==> src/tws_pkg.sv <==
package tws_pkg;

  // register indices on the plain port
  localparam logic [2:0] TWS_OFF_DATA   = 3'h0;
  localparam logic [2:0] TWS_OFF_ADDR   = 3'h1;
  localparam logic [2:0] TWS_OFF_CTRL   = 3'h2;
  localparam logic [2:0] TWS_OFF_STATUS = 3'h3;

  // control register bit positions
  localparam int TWS_CTRL_DONE  = 7;
  localparam int TWS_CTRL_ACKEN = 6;
  localparam int TWS_CTRL_START = 5;
  localparam int TWS_CTRL_STOP  = 4;
  localparam int TWS_CTRL_WCOL  = 3;
  localparam int TWS_CTRL_EN    = 2;
  localparam int TWS_CTRL_IRQEN = 0;

  // address configuration register bit positions
  localparam int TWS_ADDR_GCE = 0;

  // reset values
  localparam logic [7:0] TWS_RST_DATA = 8'hFF;
  localparam logic [7:0] TWS_RST_ADDR = 8'hFE;
  localparam logic [7:0] TWS_RST_CTRL = 8'h00;
  localparam logic [1:0] TWS_RST_PRE  = 2'h0;

  // status codes, prescaler bits zero
  localparam logic [7:0] TWS_ST_BUSERR  = 8'h00;
  localparam logic [7:0] TWS_ST_SR_ADDR = 8'h60;
  localparam logic [7:0] TWS_ST_SR_ARB  = 8'h68;
  localparam logic [7:0] TWS_ST_GC_ADDR = 8'h70;
  localparam logic [7:0] TWS_ST_GC_ARB  = 8'h78;
  localparam logic [7:0] TWS_ST_SR_ACK  = 8'h80;
  localparam logic [7:0] TWS_ST_SR_NACK = 8'h88;
  localparam logic [7:0] TWS_ST_GC_ACK  = 8'h90;
  localparam logic [7:0] TWS_ST_GC_NACK = 8'h98;
  localparam logic [7:0] TWS_ST_STOP    = 8'hA0;
  localparam logic [7:0] TWS_ST_ST_ADDR = 8'hA8;
  localparam logic [7:0] TWS_ST_ST_ARB  = 8'hB0;
  localparam logic [7:0] TWS_ST_ST_ACK  = 8'hB8;
  localparam logic [7:0] TWS_ST_ST_NACK = 8'hC0;
  localparam logic [7:0] TWS_ST_ST_LAST = 8'hC8;
  localparam logic [7:0] TWS_ST_NONE    = 8'hF8;
  localparam logic [7:0] TWS_GC_ADDRESS = 8'h00;

  // bit counter landmarks within one byte frame
  localparam logic [3:0] TWS_CNT_ACK = 4'h8;
  localparam logic [3:0] TWS_CNT_END = 4'h9;

  typedef enum logic [2:0] {
    TWS_IDLE = 3'b000,
    TWS_ADDR = 3'b001,
    TWS_RX   = 3'b011,
    TWS_TX   = 3'b010,
    TWS_ERR  = 3'b110
  } tws_state_t;

  typedef struct packed {
    logic [2:0] addr;
    logic [7:0] wdata;
    logic       wr;
    logic       rd;
  } tws_reg_req_t;

endpackage

==> src/tws_slave.sv <==
// Function
// after general-call data acked, next byte gets ACK if ack enable set, else NACK.
// after general-call data nacked and flag clear, go not-addressed; ack enable gates matching.
// stop or repeated start while addressed reports status; flag clear enters not-addressed; code reports it only in receive mode, not in transmit.
// not-addressed with ack enable: own address matched, general call only if enabled.
// start request set on leaving addressed state requests a start once bus free.
// upper seven address config bits compared against received slave address.
// address config bit zero enables answering the all-zero general call address.
// software arms slave with enable and ack enable one, other control bits zero.
// after own address match, read bit selects transmit mode, write bit receive mode.
// after address and direction received, done flag set with valid status code.
// addressed for read after lost arbitration enters transmit with its own status.
// ack enable cleared in transmit sends one last byte; nack and ack give two codes.
// after final byte, not-addressed; master clocking ignored and reads all ones.
// ack enable zero stops address answers; bus still watched, resumes when set.
// in deep sleep with ack enable, address still acknowledged and wake-up raised.
// after wake-up, bus clock held low until software writes one to done flag.
// after sleep wake-up, data register need not hold the last bus byte.
// status codes defined with prescaler bits zero; software masks them.
// own write address acked reports status, then receives data per ack enable.
// in transmit, data register byte sent; ack enable zero marks it last.
// misplaced start or stop gives bus error; stop request plus flag clear recovers silently; code raises it in receive or transmit only.
// while done flag set, status stays stable and bus clock is stretched low; code holds the clock only after a byte, not after stop or bus error.
module tws_slave
  import tws_pkg::*;
(
  input  wire logic         clk_i,
  input  wire logic         reset_i,
  input  wire logic         ce_i,
  input  wire tws_reg_req_t reg_req_i,
  output logic [7:0]        rdata_o,
  input  wire logic         scl_i,
  output logic              scl_o,
  output logic              scl_oe_o,
  input  wire logic         sda_i,
  output logic              sda_o,
  output logic              sda_oe_o,
  input  wire logic         arb_lost_i,
  input  wire logic         deep_sleep_i,
  output logic              wake_o,
  output logic              start_go_o,
  output logic              irq_o
);

  // pin synchronisers
  logic       scl_s1, scl_s2, scl_s3;
  logic       sda_s1, sda_s2, sda_s3;
  // registers
  logic [7:0] data_reg;
  logic [7:0] addr_cfg;
  logic       ack_en, start_req, stop_req, wcol, iface_en, irq_en;
  logic [1:0] prescale;
  logic       done_flag;
  logic [7:0] status_code;
  // shifter and framing
  logic [7:0] shift;
  logic [3:0] bit_cnt;
  logic       ack_seen;
  logic       bus_busy;
  // slave state
  tws_state_t state;
  logic       is_gc, acked, last_byte, hold, start_pend;
  logic [7:0] tx_byte;
  logic       sda_low;

  logic scl_rise, scl_fall, bus_start, bus_stop;
  logic wr_ctrl, wr_data, flag_clr, addr_hit, gc_hit, mid_byte, active;

  function automatic logic leaves_addressed(input logic [7:0] code);
    return code == TWS_ST_SR_NACK || code == TWS_ST_GC_NACK || code == TWS_ST_STOP
        || code == TWS_ST_ST_NACK || code == TWS_ST_ST_LAST;
  endfunction

  function automatic logic tx_load(input logic [7:0] code);
    return code == TWS_ST_ST_ADDR || code == TWS_ST_ST_ARB || code == TWS_ST_ST_ACK;
  endfunction

  assign scl_rise  = scl_s2 && !scl_s3;
  assign scl_fall  = !scl_s2 && scl_s3;
  assign bus_start = scl_s2 && scl_s3 && !sda_s2 && sda_s3;
  assign bus_stop  = scl_s2 && scl_s3 && sda_s2 && !sda_s3;

  assign wr_ctrl  = reg_req_i.wr && reg_req_i.addr == TWS_OFF_CTRL;
  assign wr_data  = reg_req_i.wr && reg_req_i.addr == TWS_OFF_DATA;
  assign flag_clr = wr_ctrl && reg_req_i.wdata[TWS_CTRL_DONE] && done_flag;

  // address match, gated by ack enable
  assign addr_hit = ack_en && shift[7:1] == addr_cfg[7:1]; // see R6
  assign gc_hit   = ack_en && addr_cfg[TWS_ADDR_GCE] && shift == TWS_GC_ADDRESS; // see R4
  // the clock rise that precedes a stop or repeated start counts one bit
  assign mid_byte = bit_cnt > 4'h1;
  assign active   = state == TWS_ADDR || state == TWS_RX || state == TWS_TX;

  // two-flop synchronisers plus an edge-history flop
  always_ff @(posedge clk_i) begin
    if (reset_i) begin
      scl_s1 <= 1'b1;
      scl_s2 <= 1'b1;
      scl_s3 <= 1'b1;
      sda_s1 <= 1'b1;
      sda_s2 <= 1'b1;
      sda_s3 <= 1'b1;
    end else if (ce_i) begin
      scl_s1 <= scl_i;
      scl_s2 <= scl_s1;
      scl_s3 <= scl_s2;
      sda_s1 <= sda_i;
      sda_s2 <= sda_s1;
      sda_s3 <= sda_s2;
    end
  end

  // bus busy between start and stop
  always_ff @(posedge clk_i) begin
    if (reset_i) begin
      bus_busy <= 1'b0;
    end else if (ce_i) begin
      if (bus_start) begin
        bus_busy <= 1'b1;
      end else if (bus_stop) begin
        bus_busy <= 1'b0;
      end
    end
  end

  // bit counter and receive shifter
  always_ff @(posedge clk_i) begin
    if (reset_i) begin
      shift    <= 8'h00;
      bit_cnt  <= 4'h0;
      ack_seen <= 1'b0;
    end else if (ce_i) begin
      if (bus_start || bus_stop) begin
        bit_cnt <= 4'h0;
      end else if (scl_rise && active) begin
        if (bit_cnt < TWS_CNT_ACK) begin
          shift   <= {shift[6:0], sda_s2};
          bit_cnt <= bit_cnt + 4'h1;
        end else if (bit_cnt == TWS_CNT_ACK) begin
          ack_seen <= !sda_s2;
          bit_cnt  <= TWS_CNT_END;
        end
      end else if (scl_fall && bit_cnt == TWS_CNT_END) begin
        bit_cnt <= 4'h0;
      end
    end
  end

  // software-owned control bits and address config
  always_ff @(posedge clk_i) begin
    if (reset_i) begin
      addr_cfg  <= TWS_RST_ADDR;
      ack_en    <= TWS_RST_CTRL[TWS_CTRL_ACKEN];
      start_req <= TWS_RST_CTRL[TWS_CTRL_START];
      stop_req  <= TWS_RST_CTRL[TWS_CTRL_STOP];
      iface_en  <= TWS_RST_CTRL[TWS_CTRL_EN];
      irq_en    <= TWS_RST_CTRL[TWS_CTRL_IRQEN];
      prescale  <= TWS_RST_PRE;
      wcol      <= TWS_RST_CTRL[TWS_CTRL_WCOL];
    end else if (ce_i) begin
      if (reg_req_i.wr && reg_req_i.addr == TWS_OFF_ADDR) begin
        addr_cfg <= reg_req_i.wdata;
      end
      if (reg_req_i.wr && reg_req_i.addr == TWS_OFF_STATUS) begin
        prescale <= reg_req_i.wdata[1:0];
      end
      if (wr_ctrl) begin
        ack_en    <= reg_req_i.wdata[TWS_CTRL_ACKEN];
        start_req <= reg_req_i.wdata[TWS_CTRL_START];
        stop_req  <= reg_req_i.wdata[TWS_CTRL_STOP];
        iface_en  <= reg_req_i.wdata[TWS_CTRL_EN];
        irq_en    <= reg_req_i.wdata[TWS_CTRL_IRQEN];
        // recovery consumes the stop request without a stop on the bus
        if (flag_clr && status_code == TWS_ST_BUSERR) begin
          stop_req <= 1'b0;
        end
      end
      if (wr_data) begin
        wcol <= !done_flag;
      end
    end
  end

  // data register: software writes only while flag set
  always_ff @(posedge clk_i) begin
    if (reset_i) begin
      data_reg <= TWS_RST_DATA;
    end else if (ce_i) begin
      if (wr_data && done_flag) begin
        data_reg <= reg_req_i.wdata;
      end else if (scl_fall && bit_cnt == TWS_CNT_END && state == TWS_RX) begin
        data_reg <= shift;
      end
    end
  end

  // slave state machine, done flag and status
  always_ff @(posedge clk_i) begin
    if (reset_i) begin
      state       <= TWS_IDLE;
      done_flag   <= 1'b0;
      status_code <= TWS_ST_NONE;
      is_gc       <= 1'b0;
      acked       <= 1'b0;
      last_byte   <= 1'b0;
      hold        <= 1'b0;
      tx_byte     <= 8'hFF;
      sda_low     <= 1'b0;
      wake_o      <= 1'b0;
    end else if (ce_i) begin
      // software clear first so that a same-cycle set below wins
      if (flag_clr) begin
        done_flag <= 1'b0;
        hold      <= 1'b0;
        wake_o    <= 1'b0;
        if (leaves_addressed(status_code)) begin
          state   <= TWS_IDLE; // see R2 see R3
          sda_low <= 1'b0;
        end else if (status_code == TWS_ST_BUSERR && reg_req_i.wdata[TWS_CTRL_STOP]) begin
          state   <= TWS_IDLE;
          sda_low <= 1'b0;
        end else if (tx_load(status_code)) begin
          tx_byte   <= data_reg;
          last_byte <= !reg_req_i.wdata[TWS_CTRL_ACKEN];
          sda_low   <= !data_reg[7];
        end
      end
      if (!iface_en) begin
        state   <= TWS_IDLE;
        sda_low <= 1'b0;
        hold    <= 1'b0;
      end else if (bus_start || bus_stop) begin
        sda_low <= 1'b0;
        if (active && mid_byte && state != TWS_ADDR) begin
          state       <= TWS_ERR;
          done_flag   <= 1'b1;
          status_code <= TWS_ST_BUSERR;
          hold        <= 1'b0;
        end else begin
          if (state == TWS_RX) begin
            done_flag   <= 1'b1;
            status_code <= TWS_ST_STOP;
            hold        <= 1'b0;
          end
          // watching continues regardless of ack enable
          state <= bus_start ? TWS_ADDR : TWS_IDLE;
        end
      end else if (scl_fall && state != TWS_IDLE && state != TWS_ERR) begin
        case (bit_cnt)
          TWS_CNT_ACK: begin
            if (state == TWS_ADDR) begin
              if (addr_hit || gc_hit) begin
                sda_low <= 1'b1;
                is_gc   <= gc_hit && !addr_hit;
                if (deep_sleep_i) begin
                  wake_o <= 1'b1;
                end
              end else begin
                state <= TWS_IDLE;
              end
            end else if (state == TWS_RX) begin
              sda_low <= ack_en; // see R1
              acked   <= ack_en;
            end else begin
              sda_low <= 1'b0;
            end
          end
          TWS_CNT_END: begin
            sda_low   <= 1'b0;
            done_flag <= 1'b1;
            hold      <= 1'b1;
            case (state)
              TWS_ADDR: begin
                if (shift[0] && !is_gc) begin
                  state       <= TWS_TX;
                  status_code <= arb_lost_i ? TWS_ST_ST_ARB : TWS_ST_ST_ADDR;
                end else begin
                  state <= TWS_RX;
                  if (is_gc) begin
                    status_code <= arb_lost_i ? TWS_ST_GC_ARB : TWS_ST_GC_ADDR;
                  end else begin
                    status_code <= arb_lost_i ? TWS_ST_SR_ARB : TWS_ST_SR_ADDR;
                  end
                end
              end
              TWS_RX: begin
                if (is_gc) begin
                  status_code <= acked ? TWS_ST_GC_ACK : TWS_ST_GC_NACK; // see R1
                end else begin
                  status_code <= acked ? TWS_ST_SR_ACK : TWS_ST_SR_NACK;
                end
              end
              TWS_TX: begin
                if (!ack_seen) begin
                  status_code <= TWS_ST_ST_NACK;
                end else begin
                  status_code <= last_byte ? TWS_ST_ST_LAST : TWS_ST_ST_ACK;
                end
              end
              default: begin
                status_code <= TWS_ST_BUSERR;
              end
            endcase
          end
          default: begin
            // shift out next data bit while clock is low
            if (state == TWS_TX && bit_cnt < TWS_CNT_ACK) begin
              sda_low <= !tx_byte[3'd7 - bit_cnt[2:0]];
            end
          end
        endcase
      end
    end
  end

  // start requested on leaving an addressed state, issued once bus free
  always_ff @(posedge clk_i) begin
    if (reset_i) begin
      start_pend <= 1'b0;
    end else if (ce_i) begin
      if (flag_clr && leaves_addressed(status_code) && reg_req_i.wdata[TWS_CTRL_START]) begin
        start_pend <= 1'b1;
      end else if (start_pend && !bus_busy) begin
        start_pend <= 1'b0;
      end
    end
  end

  assign start_go_o = start_pend && !bus_busy && ce_i;

  // read port: data one cycle after the strobe
  always_ff @(posedge clk_i) begin
    if (reset_i) begin
      rdata_o <= 8'h00;
    end else if (ce_i) begin
      if (reg_req_i.rd) begin
        case (reg_req_i.addr)
          TWS_OFF_DATA:   rdata_o <= data_reg;
          TWS_OFF_ADDR:   rdata_o <= addr_cfg;
          TWS_OFF_CTRL:   rdata_o <= {done_flag, ack_en, start_req, stop_req,
                                      wcol, iface_en, 1'b0, irq_en};
          // code bits never overlap the prescaler field
          TWS_OFF_STATUS: rdata_o <= {(done_flag ? status_code[7:3] : TWS_ST_NONE[7:3]),
                                      1'b0, prescale}; // see R18
          default:        rdata_o <= 8'h00;
        endcase
      end else begin
        rdata_o <= 8'h00;
      end
    end
  end

  // open-drain pins: only ever pull low
  assign scl_o    = 1'b0;
  assign scl_oe_o = hold && done_flag && iface_en; // see R16
  assign sda_o    = 1'b0;
  assign sda_oe_o = sda_low && iface_en;
  assign irq_o    = irq_en && done_flag;

endmodule // tws_slave

==> config.mk <==
export PLATFORM = sky130hd
export DESIGN_NAME = tws_slave
export DESIGN_NICKNAME = d
export VERILOG_FILES = /design/src/tws_pkg.sv /design/src/tws_slave.sv
export SDC_FILE = /design/constraint.sdc
export NUM_CORES = 1
export LEC_CHECK = 0
export BUFFER_PORTS_ARGS = -buffer_cell sky130_fd_sc_hd__buf_2
export CORE_ASPECT_RATIO = 1.5
export CORE_MARGIN = 10
export CORE_UTILIZATION = 35
export CTS_CLUSTER_SIZE = 40
export DETAILED_ROUTE_END_ITERATION = 8
export SLEW_MARGIN = 20
export SYNTH_ARGS = -nofsm -noshare
export SYNTH_HDL_FRONTEND = slang
export SYNTH_SLANG_ARGS = --single-unit
==> constraint.sdc <==
create_clock -name clk_i -period 2.8 [get_ports clk_i]
set_input_delay 0.56 -clock clk_i [delete_from_list [all_inputs] [get_ports clk_i]]
set_output_delay 0.56 -clock clk_i [all_outputs]
set_load 0.02 [all_outputs]
==> results.py, run 1 <==
metrics = {
    "worst_hold_path": {
        "min_from": "reg_req_i[5]",
        "min_path_type": "input port to flip-flop",
    },
    "worst_setup_path": {
        "crit_type": "flip-flop to flip-flop",
        "worstPathCellList": "inv_1 > ha_1 > nor2_1 > o311ai_1 > o21ai_2 > a21boi_0 > a311o_1",
        "crit_start": "bit_cnt[1]",
        "endpoint_kind": "flip-flop",
        "r2r_start": "bit_cnt[1]",
        "critPathArrivalTime_ns": 2.43,
        "worstPathRequired_ns": 3.02,
        "critPathSlowestCell": "dfxtp_1",
        "cp-start-kind": "flip-flop",
        "crit_path_max_incr_delay_ns": 0.51,
        "cp_max_fo": 9,
    },
    "die": {
        "die_area_um2": 16300,
        "die_h_um": 151,
        "start_util": 0.361,
        "core_area_um2": 11200,
        "ios": 35,
        "fp-row-count": 47,
        "die_x_um": 108,
    },
    "global_route": {
        "use_met2": 0.252,
        "top_usage_layer": "met2",
        "grt_use_total": 0.148,
        "antenna_found_initial": 0,
        "grt-ovfl-total": 0,
        "grt_max_degree": 30,
        "grt_pass1_vias": 3610,
        "use_met3": 0.0340,
        "grt_pass1_wl_mm": 19.1,
        "grtUsageMet1": 0.172,
    },
    "clocking": {
        "cts_setup_buffers": 0,
        "clk_pin_slew_ns": 0.06,
        "cts_root_buffer": "clkbuf_16",
        "cts_buffers": 9,
        "postCtsHoldBufs": 0,
        "worstSkewPairLatency_ns": 0.34,
        "cts_tree": "done",
        "htreeDepth": 3,
        "post_cts_resized": 0,
        "clockBufferDepth": 2,
        "numClockSinks": 76,
    },
    "timing": {
        "finalSetupTns_ns": 0,
        "worst_clock_skew_ns": 0.00528,
        "tightest_slew_ns": 0.856,
        "setup_viol": 0,
        "rsz0062_at_grt": "no",
        "final_hold_viol_count": 0,
        "fin_crit_sh": 0.789,
        "maxSlewHeadroom": 0.425,
        "max_freq_mhz": 452,
        "period_minus_slack_ns": 2.21,
        "maxSlewViolCount": 0,
        "hold-worst-slack_ns": 0.443,
    },
    "yosys": {
        "synth-edff-count": 0,
        "syn_area_per_cell_um2": 8.50,
        "synth-main-ff-cell": "dfxtp_1",
        "yosysSeqAreaShare": 0.378,
        "yosysTopAreaCellShare": 0.378,
        "yosysMostFrequentCell": "dfxtp_1",
        "synth_top_cell_by_area": "dfxtp_1",
        "synthArstFlopShare": 0,
        "synthCells": 474,
        "synth-seq-cells": 76,
        "netlist-cell-type-count": 64,
        "ys_warn_count": 0,
        "synthTopCellsByCount": "76 x dfxtp_1, 41 x nand2_1, 41 x nor2_1",
        "yosys-top-cells-area": "dfxtp_1 38%, a211o_1 5.2%, a21oi_1 4.6%, mux2i_1 4.5%, mux4_2 4.5%",
        "syn-cell-area_um2": 4030,
    },
    "final_layout": {
        "num_antenna_cells": 0,
        "fin_area_um2": 4600,
        "drive_gt1_frac": 0.145,
        "area_growth_syn_to_layout_pct": 14.2,
        "fin_nets": 518,
        "fin_util": 0.412,
    },
    "route": {
        "vias_per_cell": 5.64,
        "wl_per_cell_um": 18.0,
        "dr.pass1.iters": 5,
        "vias": 3635,
        "drt-initial-drc-count": 194,
        "drc": 0,
        "wl_mm": 11.6,
        "ant_nets": 0,
    },
    "pwr": {
        "power.leakage_nw": 1.72,
        "p_switching_w": 0.000533,
        "p_comb_frac": 0.059,
        "p_sw_frac": 0.222,
        "p_per_area_nw_per_um2": 523,
        "power_w": 0.00240,
        "peakVddDrop_mv": 0.296,
        "seqPwrFrac": 0.459,
        "power_frac_clock": 0.483,
        "intPower_w": 0.00187,
    },
    "place": {
        "dp_hpwl_mm": 8.65,
        "portBuffers": 32,
        "dpl_cell_area_um2": 4310,
        "routabilityCongestion": 0.884,
    },
    "run_status": {
        "status": "complete, no violations",
    },
    "run": {
        "max_cap_violations": 0,
    },
}
==> per-layer routing <==
layer / up-vias / part of all wire
met1: 1751 / 0.41
met2: 100 / 0.51
met5: - / 0
li1: 1764 / -
met4: 0 / 0.028
met3: 20 / 0.046
==> power by group through the flow <==
stage          registers, W  clock network (W)  logic (W)
2_1_floorplan       0.00113                  0  0.0000876
3_3_place_gp        0.00113                  0   0.000138
3_5_place_dp        0.00113                  0   0.000141
4_1_cts             0.00110            0.00118   0.000142
5_1_grt             0.00110            0.00123   0.000155
6_report            0.00110            0.00116   0.000141
==> worst max-delay path, delay by kind of cell, from the launching register on <==
family	cells	cell delay, ns
compound gates	4	1.05
flops	1	0.51
fa+ha+maj	1	0.26
simple gates	1	0.17
buf+inv	1	0.11
==> placed cells by master, fill, tap and decap left out, drive strengths merged, types with 4 or more instances in the layout <==
cell type   n
nand2      42
inv        23
nand2b      8
or2         4
a211oi      4
nor2b      11
buf        42
clkbuf     12
o211ai      6
nor4        5
mux4        8
a211o      24
nand3      29
xnor2       9
nor3        5
nand4       7
a22oi       9
a21oi      37
mux2i      18
nor2       41
o21ai      16
dfxtp      76
==> metrics by stage <==
step	std cells	setup slack [ns]
after floorplan	475	0.696
after global placement	631	0.411
after detailed placement	631	0.325
after CTS	645	0.616
after global routing	645	0.382
final	645	0.590
==> cell type report <==
| class | count | area (um^2) |
|---|---|---|
| multi-input combinational | 343 | 2280 |
| inverter | 23 | 86.3 |
| clock buffer | 12 | 256 |
| clock inverter | 2 | 35.0 |
| tap | 147 | 184 |
| fill | 1171 | 6570 |
| timing repair buffer | 42 | 235 |
| sequential | 76 | 1520 |
==> cells by family after synthesis <==
group	Yosys count	share of synthesized area
DFF	76	0.378
AOI/OAI and AO/OA	125	0.216
muxes	26	0.0894
buffers and inverters	56	0.0571
and+or+nand+nor	177	0.228
adders and majority gates	3	0.00931
xor gates and xnor gates	10	0.0217
other	1	0.000930
==> worst paths after layout <==
kind | endpoint | slack [ns] | cells past startpoint
setup / recovery | status_code[4] | 0.59 | 7
hold / removal | addr_cfg[3] | 0.44 | 2
setup reg to reg | status_code[4] | 0.59 | 7
hold reg to reg | wcol | 0.45 | 2
Note: power is estimated with default switching activity, not from simulation.
==> run 2, diff against run 1 <==
Clock period 2.8 ns to 2.31 ns, I/O delays scaled along.
==> results.py, run 2 (same netlist as run 1, synthesis figures left out) <==
metrics = {
    "route": {
        "dr.pass1.iters": 5,
        "drt-initial-drc-count": 253,
        "drc": 0,
        "vias": 3665,
        "vias_per_cell": 5.57,
        "wl_per_cell_um": 17.4,
        "ant_nets": 0,
        "wl_mm": 11.5,
    },
    "clocking": {
        "cts_root_buffer": "clkbuf_16",
        "numClockSinks": 76,
        "postCtsHoldBufs": 0,
        "post_cts_resized": 0,
        "clockBufferDepth": 2,
        "cts_setup_buffers": 0,
        "cts_tree": "done",
        "htreeDepth": 3,
        "cts_buffers": 9,
        "worstSkewPairLatency_ns": 0.33,
        "clk_pin_slew_ns": 0.06,
    },
    "worst_setup_path": {
        "r2r_slack_ns": 0.27,
        "r2r_cells": 5,
        "crit_type": "flip-flop to flip-flop",
        "cp_max_fo": 14,
        "r2r_end": "acked",
        "critPathSlowestCell": "dfxtp_1",
        "endpoint_kind": "flip-flop",
        "crit_path_max_incr_delay_ns": 0.64,
        "cp-endpoint": "acked",
        "cp-start-kind": "flip-flop",
        "crit_start": "state[1]",
        "worstPathRequired_ns": 2.52,
        "worstPathCellList": "xor2_1 > o21ai_0 > nor4_1 > mux2i_1 > nor2_1",
        "critPathBufInv": 0,
        "cp_top_family": "flip-flops",
        "critPathArrivalTime_ns": 2.25,
        "cp.depth": 5,
        "r2r_start": "state[1]",
    },
    "timing": {
        "maxSlewHeadroom": 0.435,
        "finalSetupTns_ns": 0,
        "period_minus_slack_ns": 2.04,
        "rsz0062_at_grt": "no",
        "fin_crit_sh": 0.883,
        "tightest_slew_ns": 0.846,
        "worst_clock_skew_ns": 0.00838,
        "maxSlewViolCount": 0,
        "setup_viol": 0,
        "final_hold_viol_count": 0,
        "max_freq_mhz": 490,
        "hold-worst-slack_ns": 0.349,
    },
    "global_route": {
        "grt_pass1_vias": 3620,
        "grtUsageMet1": 0.169,
        "use_met3": 0.0366,
        "grt-ovfl-total": 0,
        "grt_use_total": 0.144,
        "top_usage_layer": "met2",
        "use_met2": 0.244,
        "grt_max_degree": 31,
        "grt_pass1_wl_mm": 18.7,
        "antenna_found_initial": 0,
    },
    "die": {
        "die_area_um2": 16300,
        "fp-row-count": 47,
        "core_area_um2": 11200,
        "ios": 35,
        "die_x_um": 108,
        "die_h_um": 151,
        "start_util": 0.361,
    },
    "worst_hold_path": {
        "min_path_type": "input port to flip-flop",
        "hold_depth": 3,
    },
    "final_layout": {
        "area_growth_syn_to_layout_pct": 17.2,
        "fin_area_um2": 4720,
        "mostFrequentLayoutCells": "76 x dfxtp_1, 41 x nor2_1, 41 x nand2_1",
        "drive_gt1_frac": 0.168,
        "final_common_cell": "dfxtp_1",
        "fin_nets": 530,
        "num_antenna_cells": 0,
    },
    "place": {
        "dpl_cell_area_um2": 4400,
        "dp_hpwl_mm": 8.61,
        "portBuffers": 32,
        "routabilityCongestion": 0.922,
    },
    "pwr": {
        "power.leakage_nw": 1.80,
        "power_w": 0.00305,
        "p_per_area_nw_per_um2": 645,
        "peakVddDrop_mv": 0.330,
    },
    "run_status": {
        "status": "complete, no violations",
    },
    "run": {
        "max_cap_violations": 0,
    },
}
==> run 2: worst min-delay path by stage <==
stage	from	end	slack, ns
final	scl_i	scl_s1	0.35
after global routing	scl_i	scl_s1	0.35
after CTS	scl_i	scl_s1	0.34
after detailed placement	tx_byte[2]	tx_byte[2]	0.45
after global placement	tx_byte[3]	tx_byte[3]	0.44
after floorplan	tx_byte[1]	tx_byte[1]	0.43
==> run 2: routing by layer <==
layer,up-vias,part of all wire
met1,1763,0.42
met3,23,0.044
met4,0,0.031
met2,98,0.50
li1,1781,-
met5,-,0
==> run 2: final cells by class <==
type | instances | area, um^2
clock buffer | 11 | 253
clock inverter | 4 | 72.6
tap | 147 | 184
inverter | 23 | 86.3
fill | 1142 | 6450
sequential | 76 | 1520
multi-input combinational | 343 | 2280
timing repair buffer | 54 | 325
==> run 2: tightest hold or removal path, delay by kind of cell <==
kind	cells	cell delay [ns]
mux	1	0.06
simple gates	1	0.05
buf+inv	1	0.08
==> run 2: where the power goes <==
group / internal [W] / total (W) / switching, W / leakage [nW]
sequential: 0.00132 / 0.00134 / 0.0000107 / 0.615
clock: 0.000997 / 0.00154 / 0.000540 / 0.158
combinational: 0.0000647 / 0.000175 / 0.000110 / 1.02
==> run 2: metrics by stage <==
stage | std cells | util | worst slack (ns)
after CTS | 658 | 0.423 | 0.327
after floorplan | 475 | - | 0.339
final | 658 | 0.423 | 0.270
after detailed placement | 643 | 0.394 | 0.202
after global placement | 643 | 0.394 | 0.264
after global routing | 658 | 0.423 | 0.0981
